`src/pulse_tickle_pkg.sv`:
```
/*
  Shared constants and types for the pulse command link: timing counts at the
  250 MHz core clock, state encodings and counter widths.
  Assumes both ends of the link run on the same 250 MHz clock, clk.
*/
package pulse_tickle_pkg;

  // ----------------------------------------------------------------------
  // Clock
  // ----------------------------------------------------------------------
  localparam int CLK_FREQ_MHZ = 250;

  // ----------------------------------------------------------------------
  // Times in their own units and derived cycle counts
  // ----------------------------------------------------------------------
  localparam int WINDOW_US = 200;
  localparam int WINDOW_CYCLES = WINDOW_US * CLK_FREQ_MHZ;
  localparam int TICKLE_PRESET_NS = 4000;
  localparam int TICKLE_PRESET_CYCLES = (TICKLE_PRESET_NS * CLK_FREQ_MHZ + 999) / 1000;
  localparam int MAX_PULSE_US = 1000;
  localparam int MAX_PULSE_CYCLES = MAX_PULSE_US * CLK_FREQ_MHZ;
  localparam int MAX_RATE_KHZ = 100;
  localparam int MIN_PERIOD_CYCLES = (1000 * CLK_FREQ_MHZ + MAX_RATE_KHZ - 1) / MAX_RATE_KHZ;

  // ----------------------------------------------------------------------
  // Widths and types
  // ----------------------------------------------------------------------
  localparam int CNT_W = 18;
  localparam int PERIOD_W = 24;
  typedef logic [CNT_W-1:0] count_type;
  typedef logic [PERIOD_W-1:0] period_type;

  typedef enum logic [2:0] {
    DEV_MEASURE = 3'b001,
    DEV_TICKLE = 3'b010,
    DEV_FAULT = 3'b100
  } dev_state_type;

  typedef enum logic [2:0] {
    CTL_IDLE = 3'b001,
    CTL_HIGH = 3'b010,
    CTL_LOW = 3'b100
  } ctl_state_type;

endpackage

```
`src/pwm_link_if.sv`:
```
/*
  The command link between a pulse command source and the laser command logic.
  Assumes one shared clock; the device still synchronises the command line.
*/
`timescale 1ns/1ps
interface pwm_link_if;

  // ----------------------------------------------------------------------
  // Link wires
  // ----------------------------------------------------------------------
  logic command;
  logic lasing_indicator;
  logic fault_detected;

  modport device (
    input command,
    output lasing_indicator,
    output fault_detected
  );

  modport controller (
    output command,
    input lasing_indicator,
    input fault_detected
  );

endinterface

```
`src/pulse_tickle_ctrl.sv`:
```
/*
  Device end: command input logic of a pulsed laser with its own tickle
  generator and a continuous-high fault guard.
  Assumes the command line may change at any time with respect to clk, and
  that the RF stage downstream turns rf_drive straight into RF on/off.
*/
`timescale 1ns/1ps
module pulse_tickle_ctrl
  import pulse_tickle_pkg::*;
#(
  parameter int WINDOW_LEN = WINDOW_CYCLES,
  parameter int FAULT_LEN = MAX_PULSE_CYCLES
)
(
  // Clock, reset and enable
  input wire logic clk,
  input wire logic rst,
  input wire logic ce,
  // Link
  pwm_link_if.device link,
  // RF stage
  output logic rf_drive,
  output logic tickle_active
);

  // ----------------------------------------------------------------------
  // Constants at counter width
  // ----------------------------------------------------------------------
  localparam count_type WINDOW_LAST = count_type'(WINDOW_LEN - 1);
  localparam count_type FAULT_LAST = count_type'(FAULT_LEN - 1);
  localparam count_type PRESET = count_type'(TICKLE_PRESET_CYCLES);

  // ----------------------------------------------------------------------
  // Command synchroniser
  // ----------------------------------------------------------------------
  logic cmd_meta;
  logic cmd_sync;

  // The first stage feeds only the second, so a metastable sample never
  // reaches the counters below.
  always_ff @(posedge clk) begin
    if (rst) begin
      cmd_meta <= 1'b0;
      cmd_sync <= 1'b0;
    end else if (ce) begin
      cmd_meta <= link.command;
      cmd_sync <= cmd_meta;
    end
  end

  // ----------------------------------------------------------------------
  // State and counters
  // ----------------------------------------------------------------------
  dev_state_type state;
  count_type window_count;
  count_type on_time;
  count_type off_time;
  count_type high_time;
  count_type tickle_left;
  logic beam_on;
  logic window_end;
  logic off_timeout;
  logic fault_hit;
  count_type next_tickle;

  // A high command drives the beam unless the fault guard has taken over.
  assign beam_on = cmd_sync && (state != DEV_FAULT);
  assign window_end = (window_count == WINDOW_LAST);
  assign off_timeout = !cmd_sync && (off_time == WINDOW_LAST);
  assign fault_hit = cmd_sync && (high_time == FAULT_LAST);

  // Topping-up length: what the window lacked to reach the preset drive.
  always_comb begin
    next_tickle = '0;
    if (on_time < PRESET) begin
      next_tickle = PRESET - on_time;
    end
  end

  // ----------------------------------------------------------------------
  // Continuous-high detection
  // ----------------------------------------------------------------------
  // A command held high past the longest legal pulse is taken as a stuck
  // line rather than a very long pulse.
  always_ff @(posedge clk) begin
    if (rst) begin
      high_time <= '0;
    end else if (ce) begin
      if (!cmd_sync) begin
        high_time <= '0;
      end else if (high_time != FAULT_LAST) begin
        high_time <= high_time + count_type'(1);
      end
    end
  end

  // ----------------------------------------------------------------------
  // Off-time watchdog
  // ----------------------------------------------------------------------
  always_ff @(posedge clk) begin
    if (rst) begin
      off_time <= '0;
    end else if (ce) begin
      if (cmd_sync || state == DEV_TICKLE || off_timeout) begin
        off_time <= '0;
      end else begin
        off_time <= off_time + count_type'(1);
      end
    end
  end

  // ----------------------------------------------------------------------
  // Measurement window
  // ----------------------------------------------------------------------
  // The window restarts after every tickle, so the tickle itself lands once
  // per window and the idle rate is one per 204 us: the 200 us window plus the 4 us tickle.
  always_ff @(posedge clk) begin
    if (rst) begin
      window_count <= '0;
    end else if (ce) begin
      if (state != DEV_MEASURE || window_end || off_timeout) begin
        window_count <= '0;
      end else begin
        window_count <= window_count + count_type'(1);
      end
    end
  end

  // On-time saturates just above the preset: beyond that only the fact
  // that it exceeded the preset matters, and the counter stays narrow.
  always_ff @(posedge clk) begin
    if (rst) begin
      on_time <= '0;
    end else if (ce) begin
      if (state != DEV_MEASURE || window_end || off_timeout) begin
        on_time <= '0;
      end else if (beam_on && on_time <= PRESET) begin
        on_time <= on_time + count_type'(1);
      end
    end
  end

  // ----------------------------------------------------------------------
  // Control sequence
  // ----------------------------------------------------------------------
  always_ff @(posedge clk) begin
    if (rst) begin
      state <= DEV_MEASURE;
      tickle_left <= '0;
    end else if (ce) begin
      case (state)
        DEV_MEASURE: begin
          if (fault_hit) begin
            state <= DEV_FAULT;
            tickle_left <= '0;
          end else if (off_timeout) begin
            // Long quiet gap: fire a full tickle even if a command follows.
            state <= DEV_TICKLE;
            tickle_left <= PRESET;
          end else if (window_end) begin
            if (next_tickle != '0) begin
              state <= DEV_TICKLE;
              tickle_left <= next_tickle;
            end else begin
              tickle_left <= '0;
            end
          end
        end
        DEV_TICKLE: begin
          if (fault_hit) begin
            state <= DEV_FAULT;
            tickle_left <= '0;
          end else if (tickle_left <= count_type'(1)) begin
            state <= DEV_MEASURE;
            tickle_left <= '0;
          end else begin
            tickle_left <= tickle_left - count_type'(1);
          end
        end
        DEV_FAULT: begin
          // No restart sequence: the first low sample resumes normal work.
          if (!cmd_sync) begin
            state <= DEV_MEASURE;
          end
        end
        default: begin
          state <= DEV_MEASURE;
          tickle_left <= '0;
        end
      endcase
    end
  end

  // ----------------------------------------------------------------------
  // Outputs
  // ----------------------------------------------------------------------
  // A command arriving during a tickle merges with it; the device cannot
  // know in advance that a pulse is coming.
  always_ff @(posedge clk) begin
    if (rst) begin
      rf_drive <= 1'b0;
      tickle_active <= 1'b0;
      link.lasing_indicator <= 1'b0;
      link.fault_detected <= 1'b0;
    end else if (ce) begin
      rf_drive <= beam_on || (state == DEV_TICKLE);
      tickle_active <= (state == DEV_TICKLE);
      link.lasing_indicator <= beam_on;
      link.fault_detected <= (state == DEV_FAULT);
    end
  end

endmodule

```
`src/flat_wrapper.sv`:
```
// flat-port wrapper written by rule: the top's interface ports become plain ports
module pulse_tickle_ctrl_flat import pulse_tickle_pkg::*;
#(
  parameter int WINDOW_LEN = WINDOW_CYCLES,
  parameter int FAULT_LEN = MAX_PULSE_CYCLES
)
  (clk, rst, ce, rf_drive, tickle_active, link_command, link_lasing_indicator, link_fault_detected);
  pwm_link_if link_i ();
  input wire logic clk;
  input wire logic rst;
  input wire logic ce;
  output logic rf_drive;
  output logic tickle_active;
  input wire logic [$bits(link_i.command)-1:0] link_command;
  output wire logic [$bits(link_i.lasing_indicator)-1:0] link_lasing_indicator;
  output wire logic [$bits(link_i.fault_detected)-1:0] link_fault_detected;
  assign link_i.command = link_command;
  assign link_lasing_indicator = link_i.lasing_indicator;
  assign link_fault_detected = link_i.fault_detected;
  pulse_tickle_ctrl #(.WINDOW_LEN(WINDOW_LEN), .FAULT_LEN(FAULT_LEN)) u_core (.clk(clk), .rst(rst), .ce(ce), .link(link_i), .rf_drive(rf_drive), .tickle_active(tickle_active));
endmodule
```
`config.mk`:
```
export PLATFORM = sky130hd
export DESIGN_NAME = pulse_tickle_ctrl_flat
export DESIGN_NICKNAME = d
export VERILOG_FILES = /design/src/pulse_tickle_pkg.sv /design/src/pwm_link_if.sv /design/src/pulse_tickle_ctrl.sv /design/src/flat_wrapper.sv
export SDC_FILE = /design/constraint.sdc
export NUM_CORES = 1
export LEC_CHECK = 0
export BUFFER_PORTS_ARGS = -buffer_cell sky130_fd_sc_hd__buf_4
export CELL_PAD_IN_SITES_DETAIL_PLACEMENT = 0
export CELL_PAD_IN_SITES_GLOBAL_PLACEMENT = 1
export CORE_ASPECT_RATIO = 1.4
export CORE_UTILIZATION = 48
export DETAILED_ROUTE_END_ITERATION = 10
export GPL_ROUTABILITY_DRIVEN = 0
export GPL_TIMING_DRIVEN = 0
export HOLD_SLACK_MARGIN = 0.12
export PLACE_DENSITY = 0.84
export SLEW_MARGIN = 5
export SYNTH_ARGS = -nofsm -noshare
export SYNTH_HDL_FRONTEND = slang
export SYNTH_SLANG_ARGS = --single-unit
```
`constraint.sdc`:
```
create_clock -name clk -period 3.45 [get_ports clk]
set_clock_uncertainty 0.15 [all_clocks]
set_input_delay 1.035 -clock clk [delete_from_list [all_inputs] [get_ports clk]]
set_output_delay 1.035 -clock clk [all_outputs]
set_load 0.02 [all_outputs]
```
**Word level (Yosys, flattened, before mapping)**

Cells that the tools add are included.

- Reductions and logical operators: 16
- Div/mod/pow operators: 0
- Add/sub/neg operators: 6
- Multiplexer cells: 22
- $mul: 0
- Eq/ne operators: 14
- Shifts and indexed selects: 0
- $lt $le $gt $ge: 3
- Bitwise operators: 1

Operator list:

| operator | count |
|---|---|
| 18-bit 2-to-1 mux | 13 |
| 18-bit by 1-bit adder with 18-bit output (second input constant) | 4 |
| 18-bit one-hot mux with 3 select lines | 1 |
| 18-bit by 16-bit equality test with 1-bit output (second input constant) | 2 |
| 3-bit 2-to-1 mux | 7 |
| 18-bit equality test (second input constant) | 1 |
| 18-bit by 1-bit less-or-equal comparator with 1-bit output (second input constant) | 1 |
| 18-bit by 10-bit less-or-equal comparator with 1-bit output (second input constant) | 1 |
| 18-bit by 10-bit less-than comparator with 1-bit output (second input constant) | 1 |
| 18-bit != test (second input constant) | 1 |
| 18-bit nonzero test | 1 |
| 10-bit by 18-bit subtractor with 18-bit output (first input constant) | 1 |
| 18-bit by 1-bit subtractor with 18-bit output (second input constant) | 1 |
| 3-bit one-hot mux with 3 select lines | 1 |
| 4-bit by 1-bit != test with 1-bit output (second input constant) | 2 |
| 1-bit logical OR | 5 |
| 5-bit AND reduction | 1 |
| 1-bit logical AND | 4 |
| 2-bit != test (second input constant) | 2 |
| 2-bit AND reduction | 2 |
| 3-bit by 1-bit equality test with 1-bit output (second input constant) | 1 |
| 3-bit by 2-bit equality test with 1-bit output (second input constant) | 1 |
| 3-bit equality test (second input constant) | 1 |
| 3-bit by 1-bit != test with 1-bit output (second input constant) | 1 |
| 6 further kinds | 6 |

- Memories kept: 0
- Bits in latches: 0
- Input port bits: 4
- Output and inout port bits: 4
- RAM bits: 0
- Bits in registers: 99
- ROM bits: 0

**Logic depth before layout (Yosys ltp)**

- Depth in word-level cells: 8
- Mapped depth: 11
- Gate-level depth less buffers: 10

**Worst setup path after synthesis**

OpenSTA, ideal clock, no wires.

- Kind: input port to flip-flop
- From: input port ce
- To: register u_core.on_time[6]
- Setup slack: 0.422 ns
- Arrival: 2.752 ns
- Stages on the path: 8
- Buffers on the path: 1
- Cell sequence: buf_2 nor2b_1 nand2_1 or3_1 and2_4 or4_4 xor2_1 nor2_2

- Longest elaborated chain between the ends: 1

Ends and longest elaborated chain:

| what | line | source |
|---|---|---|
| start, declared | flat_wrapper.sv:11 | `input wire logic ce;` |
| 2-bit AND reduction (no source line) | -- |  |
| end signal, assigned | pulse_tickle_ctrl.sv:138 | `on_time <= on_time + count_type'(1);` |
| end, declared | pulse_tickle_ctrl.sv:56 | `count_type on_time;` |

No other way between the ends.
A chain may end at the register's enable or synchronous reset.

**Worst setup path after layout**

- From: register u_core.on_time[0]
- To: register u_core.on_time[6]

- Longest elaborated chain between the ends: 4

Ends and longest elaborated chain:

| what | line | source |
|---|---|---|
| 18-bit by 10-bit less-or-equal comparator with 1-bit output | pulse_tickle_ctrl.sv:137 | `end else if (beam_on && on_time <= PRESET) begin` |
| 1-bit logical AND | pulse_tickle_ctrl.sv:137 |  |
| 2-bit nonzero test (no source line) | -- |  |
| 2-bit AND reduction (no source line) | -- |  |

Parallel ways exist; a longest one is shown, timed or not. The select of a mux whose other input is x is not followed.

==> qor.csv <==
stage,metric,value,unit
status,status,"finished, final reports clean",
place,placed insts,736,
clock_network,post_cts resized,0,
synth,leading area contributor after synthesis,dfxtp_1,
routing,wire length per cell,13.9,um
clock_network,CTS Hold Buffers Added,0,
routing,final WL,10.4,mm
worst_setup_path,Setup Crit Path Kind,register to register,
worst_setup_path,Startpoint Class,register,
synth,mapped cell area,0.00492,mm^2
die,top-level I/O count,8,
clock_network,CTS Buffer Depth,2,
place,# port buffers,6,
die,Initial Util,49.4,%
synth,Synth Flop Type,dfxtp_1,
run,max-cap viol count,0,
timing,Finish-stage setup viols,0,
power,maximum vdd drop,0.283,mV
power,Sw Share,25.1,%
power,sequential share of power,46.7,%
routing,first drt pass iteration count,4,
place,DP Wirelength,7.50,mm
synth,syn_nets,606,
power,Clock Power Share,43.6,%
global_routing,initial antenna violation count,0,
synth,"top cells by area, synth","dfxtp_1 (40%), nor2_1 (8.8%), xor2_1 (7.7%)",
clock_network,root buf cell,clkbuf_16,
power,Leakage,2.00,nW
die,Core ar.,0.00995,mm^2
finish,"commonest non-fill, non-tap cell in the layout",nor2_1,
timing,Achievable Freq,344,MHz
synth,YS warnings,0,
finish,Layout area overhead,10.9,%
finish,fin nets,623,
die,row count,43,
timing,Final Cycle Share,84.3,%
synth,area share of the largest cell type after synthesis,40.3,%
synth,number of synthesized flops with an enable pin,0,
die,Die H,122,um
power,final total power,2.51,mW
power,share of power burned in combinational logic,9.7,%
routing,DRC violation count after routing,0,
routing,initial DRC count,218,
routing,routed via count,4073,
synth,sequential area share after synthesis,40.3,%
global_routing,first-pass GRT wire length,17.9,mm
global_routing,vias in the first global route,3840,
clock_network,CTS tree,done,
synth,library cells used by synthesis,59,
worst_setup_path,Critical Path End Type,register,
finish,"Cell Count, Final, Fillers Out",752,
synth,Post-synth ARST share,0,%
timing,setup TNS,0,ps
worst_setup_path,Max Fanout on Critical Path,8,
clock_network,CTS H-tree lvls,3,
finish,"commonest non-fill, non-tap cells in the layout","nor2_1 (115), dfxtp_1 (99), nand2_1 (44)",
place,pre-CTS setup slack,185,ps
timing,RSZ-0062 raised after global routing,false,
timing,Worst-Margin Slew,813,ps
worst_setup_path,CP required,3530,ps
power,Psw,631,uW
routing,vias per inst,5.42,
clock_network,post-CTS setup buffer count,0,
global_routing,largest net degree at the start of global routing,18,
finish,layout cells sized above 1,7.29,%
routing,post-route ant nets,0,
clock_network,"Reg clk slew, reported paths",70,ps
synth,Mean Syn Cell Area,8.27,um^2
power,internal power,1.88,mW
hold_path,Worst Hold Class,register to register,
timing,Slew Limit Headroom,45.5,%
clock_network,Clock Sinks,99,
timing,"Hold Violations, Final",0,
timing,"Slew Viols, Final",0,
clock_network,worst skew pair latency,350,ps
synth,Post-Synthesis Cells,595,
finish,fin util,54.8,%
power,Power per Cell Area,461,mW/mm^2
die,die area,0.0107,mm^2
die,width of the chip,87.6,um
finish,antenna diode count,0,
worst_setup_path,Critical Path AT,2990,ps
timing,minimum clock period,2910,ps
clock_network,CTS Buf Count,9,
global_routing,total global-route track usage,21.3,%
global_routing,grt ovf,0,
synth,"FF+latch count, synth",99,
timing,PnR worst setup slack,542,ps
-- metal layers --
layer  GRT usage [%]  routed length (um)  up-vias  part of all wire (%)
li1                -                   -     2093                     -
met1            26.3                4860     1926                    47
met2            36.5                5200       41                    50
met3            4.00                 220       13                   2.1
met4            8.20                 150        0                   1.4
met5               0                   0        -                     0
-- critical path: stages (launching register included) --
cell and delay, ps:
dfxtp_1 310, clkbuf_1 190, inv_1 110, ha_1 270
nand2b_1 150, a21oi_1 250, nor3_1 70, or3_1 390
and2_4 210, or4_4 480, xor2_1 170, nor2_2 40
-- synth_stat cells (all sizes together) (2+ instances only) --
master and number:
nor2b 4, dfxtp 99, o31ai 4, and3 10, a21oi 22, o21ai 35
and2 12, o41ai 3, nor3 15, nor4bb 3, inv 8, nand2 44
nand4b 2, ha 7, buf 10, xnor2 21, a22oi 3, nor2 116
mux2i 7, nor4b 4, nor4 9, or4 2, o211ai 5, or2 3
nor3b 5, xor2 43, a22o 7, clkbuf 16, a31oi 3, a211oi 3
nand3 30, or3 8, nand2b 10, nand4 10
-- area by class of cell --
type	count	area, um^2
fillers	966	4500
multi-input cells	462	2780
flip-flops and latches	99	1980
clock buffers	10	229
well taps	135	169
plain buffers	26	131
clock inverters	6	95.1
repair buffers	6	45.0
inverters	8	30.0
-- path summary, 6_finish.rpt --
| kind | slack, ps | from | endpoint | cells past startpoint |
|---|---|---|---|---|
| max | 540 | u_core.on_time[0] | u_core.on_time[6] | 11 |
| min | 310 | u_core.on_time[15] | u_core.on_time[15] | 1 |
| max reg2reg | 540 | u_core.on_time[0] | u_core.on_time[6] | 11 |
| min reg2reg | 310 | u_core.on_time[15] | u_core.on_time[15] | 1 |
-- state kept, by name, summed over array words and instances, names as in the netlist, 3 cells and up --
signal,cells
u_core.state,3
u_core.tickle_left,18
u_core.high_time,18
u_core.off_time,18
u_core.on_time,18
u_core.window_count,18
-- cells by family (layout without fill, tap and decap cells) --
kind of cell             after synthesis  in the layout  synth area share [%]
multiplexers                           7              7                  1.42
XOR/XNOR                              64             64                  11.4
AO/OA/AOI/OAI                         92             92                  11.7
flip-flops                            99             99                  40.3
buffers and inverters                 34             56                  3.28
adder cells (fa/ha/maj)                7              7                  1.78
AND/OR/NAND/NOR                      292            292                  30.1
-- power by group through the flow --
stage / Clock, mW / Sequential [mW] / Combinational [mW]
global route: 1.17 / 1.18 / 0.279
CTS: 1.11 / 1.17 / 0.246
finish: 1.10 / 1.18 / 0.244
detailed placement: 0 / 1.20 / 0.244
global placement: 0 / 1.20 / 0.239
floorplan: 0 / 1.20 / 0.184
-- through the flow --
| stage | hold WS (ps) | area (um^2) |
|---|---|---|
| 6_report | 312 | 5460 |
| 5_1_grt | 334 | 5460 |
| 4_1_cts | 317 | 5460 |
| 3_5_place_dp | 295 | 5130 |
| 3_3_place_gp | 293 | 5130 |
| 2_1_floorplan | 276 | 4920 |
(Power assumes the default switching activity.)
